**src/hw/bpr_pkg.sv**
```systemverilog
// Purpose: Shared constants and types for the beacon passage reporter
// Assumes: 100 MHz receiver clock
// Notes:   Period limits in milliseconds, detection time in microseconds
package bpr_pkg;
    // ****************************************
    // Widths and clock
    // ****************************************
    localparam int TEL_W        = 32;
    localparam int STAMP_W      = 32;
    localparam int PER_W        = 10;
    localparam int CLK_MHZ      = 100;
    // ****************************************
    // Timing
    // ****************************************
    localparam int MIN_DET_US   = 100;
    localparam int MIN_DET_CYC  = MIN_DET_US * CLK_MHZ;
    localparam int MS_US        = 1000;
    localparam int MS_CYC       = MS_US * CLK_MHZ;
    localparam logic [PER_W-1:0] PER_MIN_MS = 10'h032;
    localparam logic [PER_W-1:0] PER_MAX_MS = 10'h258;
    // ****************************************
    // Report kinds
    // ****************************************
    localparam logic [1:0] KIND_NONE    = 2'h0;
    localparam logic [1:0] KIND_DETECT  = 2'h1;
    localparam logic [1:0] KIND_TEL     = 2'h2;
    localparam logic [1:0] KIND_PRELIM  = 2'h3;
    typedef enum logic {BPR_IDLE, BPR_PASS} bpr_state_t;
endpackage : bpr_pkg

```
**src/hw/bpr_top.sv**
```systemverilog
// Purpose: Reporting stage of the beacon_transmission_module receive path
// Assumes: Decoder results and stamps come from logic on mclk_i
// Notes:   Field comparator output is asynchronous and synchronised here
`timescale 1ns/1ps
module bpr_top
    import bpr_pkg::*;
#(
    parameter int MIN_DET_CYC_P = MIN_DET_CYC,
    parameter int MS_CYC_P      = MS_CYC
) (
    // Clock and reset
    input  wire logic               mclk_i,
    input  wire logic               nrst_i,
    // Field comparator against receive_threshold (asynchronous)
    input  wire logic               field_above_i,
    // Decoder results
    input  wire logic               tel_valid_i,
    input  wire logic [TEL_W-1:0]   tel_data_i,
    input  wire logic               sidelobe_i,
    // Stamps and configuration
    input  wire logic [STAMP_W-1:0] time_i,
    input  wire logic [STAMP_W-1:0] odo_i,
    input  wire logic [PER_W-1:0]   period_ms_i,
    // Report to the train control core
    output logic                    rpt_valid_o,
    output logic [1:0]              rpt_kind_o,
    output logic                    rpt_has_tel_o,
    output logic [TEL_W-1:0]        rpt_data_o,
    output logic [STAMP_W-1:0]      rpt_refpos_o,
    output logic                    rpt_sidelobe_o,
    output logic [STAMP_W-1:0]      rpt_time_o,
    output logic [STAMP_W-1:0]      rpt_odo_o
);
    localparam int MSW = $clog2(MS_CYC_P);

    // ****************************************
    // Synchroniser and detection
    // ****************************************
    logic fld_s1_r;
    logic fld_s2_r;
    logic det_q;

    always_ff @(posedge mclk_i or negedge nrst_i) begin
        if (!nrst_i) begin
            fld_s1_r <= 1'b0;
            fld_s2_r <= 1'b0;
        end else begin
            fld_s1_r <= field_above_i;
            fld_s2_r <= fld_s1_r;
        end
    end

    bpr_qual #(
        .N      (MIN_DET_CYC_P)
    ) u_qual (
        .mclk_i (mclk_i),
        .nrst_i (nrst_i),
        .lvl_i  (fld_s2_r),
        .qual_o (det_q)
    );

    // ****************************************
    // Decode of events
    // ****************************************
    bpr_state_t         state_r;
    bpr_state_t         state_nxt;
    logic               have_tel_r;
    logic [TEL_W-1:0]   data_r;
    logic [STAMP_W-1:0] odo_start_r;
    logic [MSW-1:0]     ms_cnt_r;
    logic [PER_W-1:0]   per_cnt_r;

    wire in_pass   = (state_r == BPR_PASS);
    wire start     = !in_pass && det_q;
    wire pass_end  = in_pass && !fld_s2_r;
    wire flat      = (tel_data_i == '0) || (tel_data_i == '1);
    // Telegrams only while field above threshold; first one kept
    wire tel_ok    = tel_valid_i && fld_s2_r && in_pass && !flat && !have_tel_r;
    // Clamp period into its legal range
    wire [PER_W-1:0] per_eff = (period_ms_i < PER_MIN_MS) ? PER_MIN_MS :
                               (period_ms_i > PER_MAX_MS) ? PER_MAX_MS : period_ms_i;
    wire ms_tick   = (ms_cnt_r == MSW'(MS_CYC_P - 1));
    wire per_hit   = (per_cnt_r == per_eff - 10'h001);
    wire tmo       = in_pass && fld_s2_r && ms_tick && per_hit;
    wire fire      = pass_end || tmo;
    // Midpoint of the passage as reference position
    wire [STAMP_W:0] mid_sum = {1'b0, odo_start_r} + {1'b0, odo_i};
    // At passage end, no telegram gives a detection report; a timeout always gives a preliminary one
    wire [1:0] kind_nxt = tmo ? KIND_PRELIM : (have_tel_r ? KIND_TEL : KIND_DETECT);
    // Final reference midpoint, preliminary uses start or side lobe
    wire [STAMP_W-1:0] ref_nxt = pass_end ? mid_sum[STAMP_W:1] : odo_start_r;

    assign state_nxt = start ? BPR_PASS : (pass_end ? BPR_IDLE : state_r);

    // ****************************************
    // Passage state
    // ****************************************
    always_ff @(posedge mclk_i or negedge nrst_i) begin
        if (!nrst_i) begin
            state_r     <= BPR_IDLE;
            have_tel_r  <= 1'b0;
            data_r      <= '0;
            odo_start_r <= '0;
        end else begin
            state_r     <= state_nxt;
            have_tel_r  <= (start || pass_end) ? 1'b0 : (have_tel_r || tel_ok);
            data_r      <= start ? '0 : (tel_ok ? tel_data_i : data_r);
            odo_start_r <= start ? odo_i : odo_start_r;
        end
    end

    // ****************************************
    // Reporting period timer
    // ****************************************
    // Restart at start, clear after final report
    always_ff @(posedge mclk_i or negedge nrst_i) begin
        if (!nrst_i) begin
            ms_cnt_r  <= '0;
            per_cnt_r <= '0;
        end else if (start || pass_end || !in_pass) begin
            ms_cnt_r  <= '0;
            per_cnt_r <= '0;
        end else begin
            ms_cnt_r  <= ms_tick ? '0 : ms_cnt_r + 1'b1;
            per_cnt_r <= !ms_tick ? per_cnt_r : (per_hit ? '0 : per_cnt_r + 10'h001);
        end
    end

    // ****************************************
    // Report outputs
    // ****************************************
    // Stamps taken in the reporting cycle
    always_ff @(posedge mclk_i or negedge nrst_i) begin
        if (!nrst_i) begin
            rpt_valid_o    <= 1'b0;
            rpt_kind_o     <= KIND_NONE;
            rpt_has_tel_o  <= 1'b0;
            rpt_data_o     <= '0;
            rpt_refpos_o   <= '0;
            rpt_sidelobe_o <= 1'b0;
            rpt_time_o     <= '0;
            rpt_odo_o      <= '0;
        end else begin
            rpt_valid_o <= fire;
            if (fire) begin
                rpt_kind_o     <= kind_nxt;
                rpt_has_tel_o  <= have_tel_r;
                rpt_data_o     <= data_r;
                rpt_refpos_o   <= tmo && sidelobe_i ? odo_i : ref_nxt;
                rpt_sidelobe_o <= tmo && sidelobe_i;
                rpt_time_o     <= time_i;
                rpt_odo_o      <= odo_i;
            end
        end
    end

    // ****************************************
    // Assertions
    // ****************************************
    // Field high run length
    logic [31:0] hi_run_r;

    always_ff @(posedge mclk_i or negedge nrst_i) begin
        if (!nrst_i) begin
            hi_run_r <= '0;
        end else begin
            hi_run_r <= !fld_s2_r ? '0 : ((hi_run_r == '1) ? hi_run_r : hi_run_r + 32'h0000_0001);
        end
    end
endmodule : bpr_top

```
**src/hw/bpr_qual.sv**
```systemverilog
// Purpose: Qualifies a level that must stay high for N cycles
// Assumes: lvl_i already synchronous to mclk_i
// Notes:   Output drops in the cycle after the level falls
`timescale 1ns/1ps
module bpr_qual #(
    parameter int N = 16
) (
    // Clock and reset
    input  wire logic mclk_i,
    input  wire logic nrst_i,
    // Level in, qualified level out
    input  wire logic lvl_i,
    output logic      qual_o
);
    localparam int CW = $clog2(N + 1);
    logic [CW-1:0] cnt_r;
    wire           at_end = (cnt_r >= CW'(N - 1));

    always_ff @(posedge mclk_i or negedge nrst_i) begin
        if (!nrst_i) begin
            cnt_r  <= '0;
            qual_o <= 1'b0;
        end else begin
            cnt_r  <= !lvl_i ? '0 : (at_end ? cnt_r : cnt_r + 1'b1);
            qual_o <= lvl_i && at_end;
        end
    end
endmodule : bpr_qual

```
**config.mk**
```make
export PLATFORM = sky130hd
export DESIGN_NAME = bpr_top
export DESIGN_NICKNAME = d
export VERILOG_FILES = /design/src/hw/bpr_pkg.sv /design/src/hw/bpr_top.sv /design/src/hw/bpr_qual.sv
export SDC_FILE = /design/constraint.sdc
export NUM_CORES = 1
export LEC_CHECK = 0
export BUFFER_PORTS_ARGS = -buffer_cell sky130_fd_sc_hd__buf_4
export CAP_MARGIN = 20
export CORE_ASPECT_RATIO = 1.75
export CORE_MARGIN = 4
export CORE_UTILIZATION = 51
export CTS_BUF_LIST = sky130_fd_sc_hd__clkbuf_16
export CTS_CLUSTER_DIAMETER = 60
export DETAILED_ROUTE_END_ITERATION = 7
export PLACE_DENSITY_LB_ADDON = 0.08
export SLEW_MARGIN = 15
export SYNTH_ARGS = -nofsm -noshare
export SYNTH_HDL_FRONTEND = slang
export SYNTH_HIERARCHICAL = 1
export SYNTH_SLANG_ARGS = --single-unit
```
**constraint.sdc**
```tcl
create_clock -name mclk_i -period 2.9 [get_ports mclk_i]
set_clock_uncertainty 0.05 [all_clocks]
set_input_delay 0.87 -clock mclk_i [delete_from_list [all_inputs] [get_ports mclk_i]]
set_output_delay 0.87 -clock mclk_i [all_outputs]
set_load 0.01 [all_outputs]
```
# After elaboration in Yosys (flattened, before gate mapping)
# Index checks and enable logic that the tools add are counted.
# Widths: inputs -> output; s select.
[op_classes]
add_sub_neg = 5
order_cmp = 3
n_eq_ne = 4
mux = 18
reduce_logical = 24
[op_table]
columns = ["operator", "count"]
rows = [
  ["$mux 32", 4],
  ["$mux 10", 5],
  ["$mux 17", 2],
  ["$add 32x32->33", 1],
  ["$eq 32x32->1 const B", 1],
  ["$logic_not 32->1", 1],
  ["$mux 14", 2],
  ["$add 17x1->17 const B", 1],
  ["$eq 17x17->1 const B", 1],
  ["$add 14x1->14 const B", 1],
  ["$ge 14x14->1 const B", 1],
  ["$logic_and 1x1->1", 11],
  ["$add 10x1->10 const B", 1],
  ["$eq 10x10->1", 1],
  ["$gt 10x10->1 const B", 1],
  ["$lt 10x6->1 const B", 1],
  ["$sub 10x1->10 const B", 1],
  ["$reduce_bool 2->1", 3],
  ["$logic_or 1x1->1", 5],
  ["$logic_not 1->1", 4],
  ["$mux 2", 2],
  ["$mux 1", 3],
  ["$ne 2x2->1 const B", 1],
]
[totals]
reg_bits = 243
input_bits = 111
out_inout_bits = 133
word_cells = 72

# Logic depth before layout (Yosys ltp)
# Gate-level depths: netlist of the first run.
[depth]
word_depth = 8
depth_mapped = 17
depth_no_buf = 14

# Hierarchy
# Netlist of the first run, hierarchy kept.
[by_module_without_submodules]
columns = ["mod", "n_inst", "cells_each", "area_per_inst_um2", "seq_area_each_um2"]
rows = [
  ["bpr_top", 1, 1324, 11741.3, 5705.5],
  ["bpr_qual", 1, 92, 875.8, 375.4],
]

# Worst setup path before layout of the first run
# No wires, ideal clock.
[synth_path]
path_type = "input-to-reg"
from = "in period_ms_i[7]"
to = "reg rpt_refpos_o[6]"
setup_time_ns = 0.141
t_arrival_ns = 3.908
t_required_ns = 2.709
setup_slack_ns = -1.200
stages = 17
n_path_buf = 4
cell_sequence = "buf_6 or2_1 or4_4 a21oi_1 nand2_1 ha_1 xnor2_1 nand3_1 o21ai_0 a32o_1 nand4_1 or4_1 clkbuf_1 buf_6 buf_2 o211ai_1 a31oi_1"
[synth_via]
elab_chain_len = 8
word_cells_on_any_way = 10
cone_classes = "add/sub (1); order compare (2); eq/ne (1); mux (3); reduce/logical (3)"
[synth_lines]
columns = ["element", "line_no", "text"]
rows = [
  ["start, declared", "bpr_top.sv:23", "input wire logic [PER_W-1:0] period_ms_i,"],
  ["$gt 10x10->1", "bpr_top.sv:81", "(period_ms_i > PER_MAX_MS) ? PER_MAX_MS : period_ms_i;"],
  ["$mux 10", "bpr_top.sv:81", ""],
  ["$mux 10 (*)", "bpr_top.sv:80", "wire [PER_W-1:0] per_eff = (period_ms_i < PER_MIN_MS) ? PER_MIN_MS :"],
  ["$sub 10x1->10 (*)", "bpr_top.sv:83", "wire per_hit = (per_cnt_r == per_eff - 10'h001);"],
  ["$eq 10x10->1 (*)", "bpr_top.sv:83", ""],
  ["$logic_and 1x1->1 (*)", "bpr_top.sv:84", "wire tmo = in_pass && fld_s2_r && ms_tick && per_hit;"],
  ["$logic_and 1x1->1", "bpr_top.sv:149", "rpt_refpos_o <= tmo && sidelobe_i ? odo_i : ref_nxt;"],
  ["$mux 32", "bpr_top.sv:149", ""],
  ["end signal, assigned", "bpr_top.sv:149", ""],
  ["end, declared", "bpr_top.sv:29", "output logic [STAMP_W-1:0] rpt_refpos_o,"],
]
# Every way passes the cells marked *; elsewhere a longest branch is shown, timed or not.
# A chain may end at the register's enable or synchronous reset.

# Worst setup path in the final report of the first run
[layout_path]
from = "in period_ms_i[2]"
to = "reg rpt_refpos_o[13]"
# Same word-level chain as after synthesis.

==> flow_summary.ini, run 1 <==
[timing]
postLayoutSetupSlackWorst_ps = -796
fin_crit_ps = 3700
tightest_slew_ps = 771
slew_violations = 0
setup_viol = 143
relSlewSlack_pct = 48.6
finalCritPeriodShare_pct = 127
tns_ps = -98870
hold_viol = 0
max_freq_mhz = 271
rsz0062_at_grt = true

[critical_path]
r2r_end = rpt_refpos_o[19]$_DFFE_PN0P_
worstSetupStartpointType = input pin
arrival_ps = 4060
crit-reg2reg-launch = odo_start_r[6]$_DFFE_PN0P_
rrSetupSlack_ps = -290
critPathKind = input pin to register
r2r_cells = 12
end_kind = register
required_ps = 3260
worstPathMaxFanout = 8

[drt]
drt_iter0_markers = 794
drt_wl_total_um = 42700
firstDrtPassIters = 5
postRouteAntennaNets = 0
wire_per_inst_um = 19.6
vias = 12438
viasPerCell = 5.71
post-route-drc-count = 0

[place]
dpl_cell_area_um2 = 16100
gp_congestion = 0.902
io_buffer_count = 243
dp_hpwl_um = 26700

[cts]
clock_sinks = 243
ctsHoldBuffers = 0
cts_buffer_depth = 3
cts.reportedPaths.clkPinSlew_ps = 60
cts_tree = built
numCtsBuffers = 24
cts_root_buf = clkbuf_16
ctsHtreeMaxLevel = 1
worstSkewPairLatency_ps = 550

[die]
dieArea_um2 = 27400
initial_core_util_pct = 52.1
die_x_um = 127
die_y_um = 216
io-pin-count = 244
coreArea_um2 = 24200
rows = 75

[synthesis]
yosysTopAreaCellShare_pct = 48.2
synthFlopType = dfrtp_1
synth_top_family_by_area = simple AND/OR/NAND/NOR gates
synthMuxAreaShare_pct = 5.07
ys_types = 69
post_synth_and_or_nand_nor_area_fraction_pct = 22.6
synth_area_per_cell_um2 = 8.91
yosys.area_share.xor_xnor_pct = 3.33
ys_seq_elements = 243
synthesis.instances = 1416
ys_seq_area_share_pct = 48.2
syn_nets = 1563
synth_common_cells = 386 x nand2_1, 243 x dfrtp_1, 96 x o21ai_0
post-synth-top-count-cell = nand2_1
synth_edf_count = 0
netlist_area_um2 = 12600
synth_top_cell_by_area = dfrtp_1
synth_area_leaders = dfrtp_1 48%, nand2_1 11%, o21ai_0 3.8%
synth_fa_ha_area_share_pct = 3.63
synth-compound-area-share_pct = 13.2
async_flop_share_pct = 100
ys_warn_count = 6

[global_routing]
antenna_found_initial = 0
grt_pass1_vias = 12519
overflow = 0
grt_use_total_pct = 27.9
grt_max_degree = 65
grt_pass1_wl_um = 62600

[cells_and_area]
layout-area-overhead-vs-synth_pct = 51.2
antenna_cells = 0
nets = 2001
post-route-cell-area_um2 = 19100
drive_above_1_share_pct = 41.2
final_util_pct = 78.8

[outcome]
status = complete, but fails checks
violations = negative setup slack

[hold_path]
worstHoldPathType = input pin to asynchronous set/reset pin

[pwr]
power.leakage_nw = 9.72
power_density_nw_per_um2 = 401
ir_worst_vdd_v = 0.000545
totalPowerFinal_mw = 7.66

[job]
cap_viol_max_count = 0
## report_power, final
part	total [mW]	switching, mW	leakage (nW)	internal [mW]
sequential	3.53	0.0647	3.01	3.47
clock	2.96	1.37	0.364	1.59
combinational	1.17	0.583	6.35	0.585
total	7.66	2.01	9.72	5.64
## placed cells by master (no fill, tap or decap), types with 7 or more instances in the layout
| master | instances |
|---|---|
| xor2_1 | 25 |
| nand2_4 | 57 |
| buf_12 | 21 |
| nand3_1 | 63 |
| nand4_1 | 23 |
| xnor2_1 | 22 |
| mux2i_1 | 23 |
| mux2_2 | 31 |
| buf_4 | 402 |
| buf_6 | 14 |
| dfrtp_1 | 243 |
| a31oi_1 | 11 |
| clkbuf_16 | 40 |
| and3_1 | 14 |
| nand2_1 | 225 |
| inv_1 | 56 |
| nor2_1 | 58 |
| nand2_2 | 104 |
| o21ai_0 | 73 |
| o21ai_1 | 17 |
| o21a_1 | 8 |
| nor4_1 | 17 |
| o211ai_1 | 7 |
| clkinv_1 | 10 |
| nor3_1 | 9 |
| nor2b_1 | 7 |
| buf_8 | 10 |
| buf_16 | 15 |
| or3_1 | 8 |
| a21o_1 | 22 |
| a21oi_1 | 45 |
| o21ai_2 | 10 |
| ha_1 | 34 |
| nand2b_1 | 13 |
## registers in the layout (all words and copies together) (netlist names)
register	cells
rpt_data_o	32
rpt_time_o	32
rpt_odo_o	32
have_tel_r	1
rpt_sidelobe_o	1
rpt_refpos_o	32
data_r	32
ms_cnt_r	17
rpt_kind_o	2
fld_s2_r	1
fld_s1_r	1
rpt_valid_o	1
in_pass	1
u_qual/qual_o	1
per_cnt_r	10
odo_start_r	32
rpt_has_tel_o	1
u_qual/cnt_r	14
## final cells by class
| cell class | instances | area, µm² |
|---|---|---|
| repair buffers | 479 | 4590 |
| clock inverters | 19 | 119 |
| well taps | 308 | 385 |
| inverters | 54 | 229 |
| clock buffers | 24 | 601 |
| repair inverters | 3 | 57.6 |
| flip-flops and latches | 243 | 6080 |
| fillers | 1627 | 5130 |
| multi-input cells | 1049 | 7020 |
## routing by layer
metal	track usage [%]	vias to the layer above	wire, µm
met2	52.8	387	23400
met5	0	-	0
met3	3.67	157	1970
met1	30.3	6122	15000
li1	-	5772	-
met4	13.1	0	2420
## how the worst max path moves through the flow
stage	startpoint	slack [ps]	endpoint
final	period_ms_i[2]	-800	rpt_refpos_o[13]$_DFFE_PN0P_
after global routing	period_ms_i[2]	-900	rpt_refpos_o[17]$_DFFE_PN0P_
after CTS	period_ms_i[2]	-720	rpt_refpos_o[17]$_DFFE_PN0P_
after detailed placement	period_ms_i[2]	-1410	rpt_refpos_o[11]$_DFFE_PN0P_
after global placement	period_ms_i[2]	-1360	rpt_refpos_o[30]$_DFFE_PN0P_
after floorplan	period_ms_i[7]	-1040	rpt_refpos_o[6]$_DFFE_PN0P_
## worst max-delay path, cell delays in order
cell and delay [ps]:
buf_6 90, or3_4 380, or4_4 480, a211o_4 390, o31a_1 300, nor4_2 240
o21ai_1 120, or4_4 530, buf_12 180, buf_12 150, mux2i_2 200, o21ai_1 100
## cell families after synthesis
| family | after synthesis |
|---|---|
| xor gates and xnor gates | 48 |
| and+or+nand+nor | 643 |
| muxes | 60 |
| adders and majority gates | 36 |
| buffers and inverters | 124 |
| DFF | 243 |
| AOI/OAI and AO/OA | 262 |
## stage by stage
stage,cells,worst slack (ps),hold slack (ps)
2_1_floorplan,1416,-1040,281
3_3_place_gp,2081,-1360,285
3_5_place_dp,2081,-1410,286
4_1_cts,2152,-716,218
5_1_grt,2179,-904,238
6_report,2179,-796,214
## what timing repair did
item                       CTS  global route
setup endpoints to repair  143           143
cloned                      17            20
pin swaps                   38           170
gates resized for setup     93           269
buffers inserted            11            10
Note: power is estimated with default switching activity, not from simulation.
==> run 2: changes to the inputs <==
- BUFFER_PORTS_ARGS: -buffer_cell sky130_fd_sc_hd__buf_4 -> unset
- CORE_UTILIZATION: 51 -> 55
- DONT_BUFFER_PORTS: unset -> 1
==> run 2 against run 1 <==
  * Critical path depth grew 4
  * Sequential share of layout area grew 3.9 points
  * Worst setup slack lost 8.5 ps
  * Cell count shrank 12%
  * Clock power grew 5%
  * First-iteration DRC count shrank 3.1%
  * Worst hold slack lost 93 ps
  * Global-route usage shrank 0.68 points
  * Sequential power is essentially flat
  * Non-clock buffer count shrank 258
  * Wire length grew 0.36%
  * Via count shrank 6.4%
  * The run still ends with negative setup slack left
  * Largest power group unchanged
==> flow_summary.ini, run 2 (synthesized netlist as in run 1, its figures left out) <==
[outcome]
status = complete, but fails checks
violations = negative setup slack

[critical_path]
end_kind = register
required_ps = 3280
critPathKind = input pin to register
worst_path_max_delay_cell = or4_4
cpPeakStageDelay_ps = 510
arrival_ps = 4080
worstPathMaxFanout = 11
critPathBufInv = 3
worstSetupStartpointType = input pin
cp_top_family = simple AND/OR/NAND/NOR gates
worstPathCellList = or3_4, or4_4, a21oi_4, nand2_2, ha_4, buf_12, xnor2_4, nand3_1, o21ai_1, a32o_1, nand4_1, or4_4, buf_12, buf_16, mux2i_1, a21oi_1

[job]
cap_viol_max_count = 0

[cts]
cts_root_buf = clkbuf_16
clock_sinks = 243
worstSkewPairLatency_ps = 540
cts.reportedPaths.clkPinSlew_ps = 70
numCtsBuffers = 23
cts_buffer_depth = 3
cts_tree = built
ctsHtreeMaxLevel = 1

[global_routing]
antenna_found_initial = 0
grt_pass1_wl_um = 55900
grt_use_total_pct = 27.2
overflow = 0
grt_pass1_vias = 11016
grt_max_degree = 244

[pwr]
power_density_nw_per_um2 = 443
ir_worst_vdd_v = 0.000513
totalPowerFinal_mw = 7.54
power.leakage_nw = 8.38

[timing]
setup_viol = 143
rsz0062_at_grt = true
tightest_slew_ps = 755
hold_viol = 0
slew_violations = 0
postLayoutSetupSlackWorst_ps = -804
finalCritPeriodShare_pct = 128
relSlewSlack_pct = 49.5
max_freq_mhz = 270
fin_crit_ps = 3700

[drt]
wire_per_inst_um = 22.5
vias = 11644
viasPerCell = 6.09
postRouteAntennaNets = 0
drt_wl_total_um = 42900
drt_iter0_markers = 769
post-route-drc-count = 0
firstDrtPassIters = 5

[cells_and_area]
nets = 1744
layout_common_cells = 243 x dfrtp_1, 234 x nand2_1, 137 x buf_4, 108 x nand2_2, 72 x o21ai_0
multi_input_area_um2 = 6950
n_fill_cell = 1619
antenna_cells = 0
layout_commonest_cell = dfrtp_1
layout-area-overhead-vs-synth_pct = 34.9
post-route-cell-area_um2 = 17000
regArea_um2 = 6080
drive_above_1_share_pct = 30.7

[place]
dp_worst_setup_slack_ps = -1320
dp_hpwl_um = 24200
gp_congestion = 0.929
dpl_cell_area_um2 = 13900
io_buffer_count = 0

[hold_path]
worstHoldPathType = input pin to asynchronous set/reset pin

[die]
die_y_um = 208
initial_core_util_pct = 55.7
io-pin-count = 244
dieArea_um2 = 25500
rows = 73
die_x_um = 122
coreArea_um2 = 22700
## run 2: cell types whose count changed in the layout (fill, tap and decap cells not counted), sizes merged
cell         previous run  this run
buf                   462       192
clkinv                 18        10
dlygate4sd3             0         8
clkbuf                 40        44
bufinv                  1         4
inv                    57        59
o31a                    2         4
bufbuf                  1         0
## run 2: metrics by stage
step | hold WS, ps | cells | utilization (%) | setup TNS, ps
5_1_grt | 114 | 1911 | 75.2 | -106750
2_1_floorplan | 281 | 1416 | - | -122580
3_5_place_dp | 290 | 1794 | 61.4 | -160780
3_3_place_gp | 284 | 1794 | 61.4 | -155480
4_1_cts | -33.1 | 1851 | 66.3 | -69760
6_report | 120 | 1911 | 75.2 | -92060
## run 2: final timing paths
kind,from,endpoint,slack [ps],cells after the start
worst max-delay path,period_ms_i[2],rpt_refpos_o[4]$_DFFE_PN0P_,-800,16
worst min register to register,fld_s1_r$_DFF_PN0_,fld_s2_r$_DFF_PN0_,300,0
max in group asynchronous,nrst_i,rpt_time_o[22]$_DFFE_PN0P_,1530,1
worst min-delay path,nrst_i,rpt_time_o[26]$_DFFE_PN0P_,120,1
worst max register to register,odo_start_r[7]$_DFFE_PN0P_,rpt_refpos_o[19]$_DFFE_PN0P_,-390,11
min in group mclk_i,fld_s1_r$_DFF_PN0_,fld_s2_r$_DFF_PN0_,300,0
## run 2: timing repair
action / CTS / global route
setup buffers: 13 / 11
cloned: 5 / 37
hold endpoints to repair: 203 / 76
gates resized for setup: 47 / 296
endpoints found under the setup margin: 143 / 143
pin swaps: 10 / 142
## run 2: per-layer routing
layer	up-vias	GRT usage (%)	share of wire, %	wire length (µm)
met5	-	0	0	0
met1	5705	28.8	33	14100
met4	0	14.7	8.4	3590
li1	5258	-	-	-
met3	196	5.14	6.4	2740
met2	485	49.8	52	22500
## run 2: power by group
part,total [mW],internal (mW),switching [mW],leakage (nW)
clock network,3.11,1.79,1.32,0.378
registers,3.56,3.47,0.0989,3.01
logic,0.869,0.420,0.449,5.00
total,7.54,5.68,1.87,8.38
## run 2: final cells by class
type                            instances  share of cell area [%]
Clock buffer                           23                    3.38
Clock inverter                         16                    1.01
Inverter                               54                    1.26
Multi-Input combinational cell       1051                    40.8
Sequential cell                       243                    35.7
Tap cell                              300                    2.20
Timing Repair Buffer                  221                    15.3
Timing Repair inverter                  3                   0.287
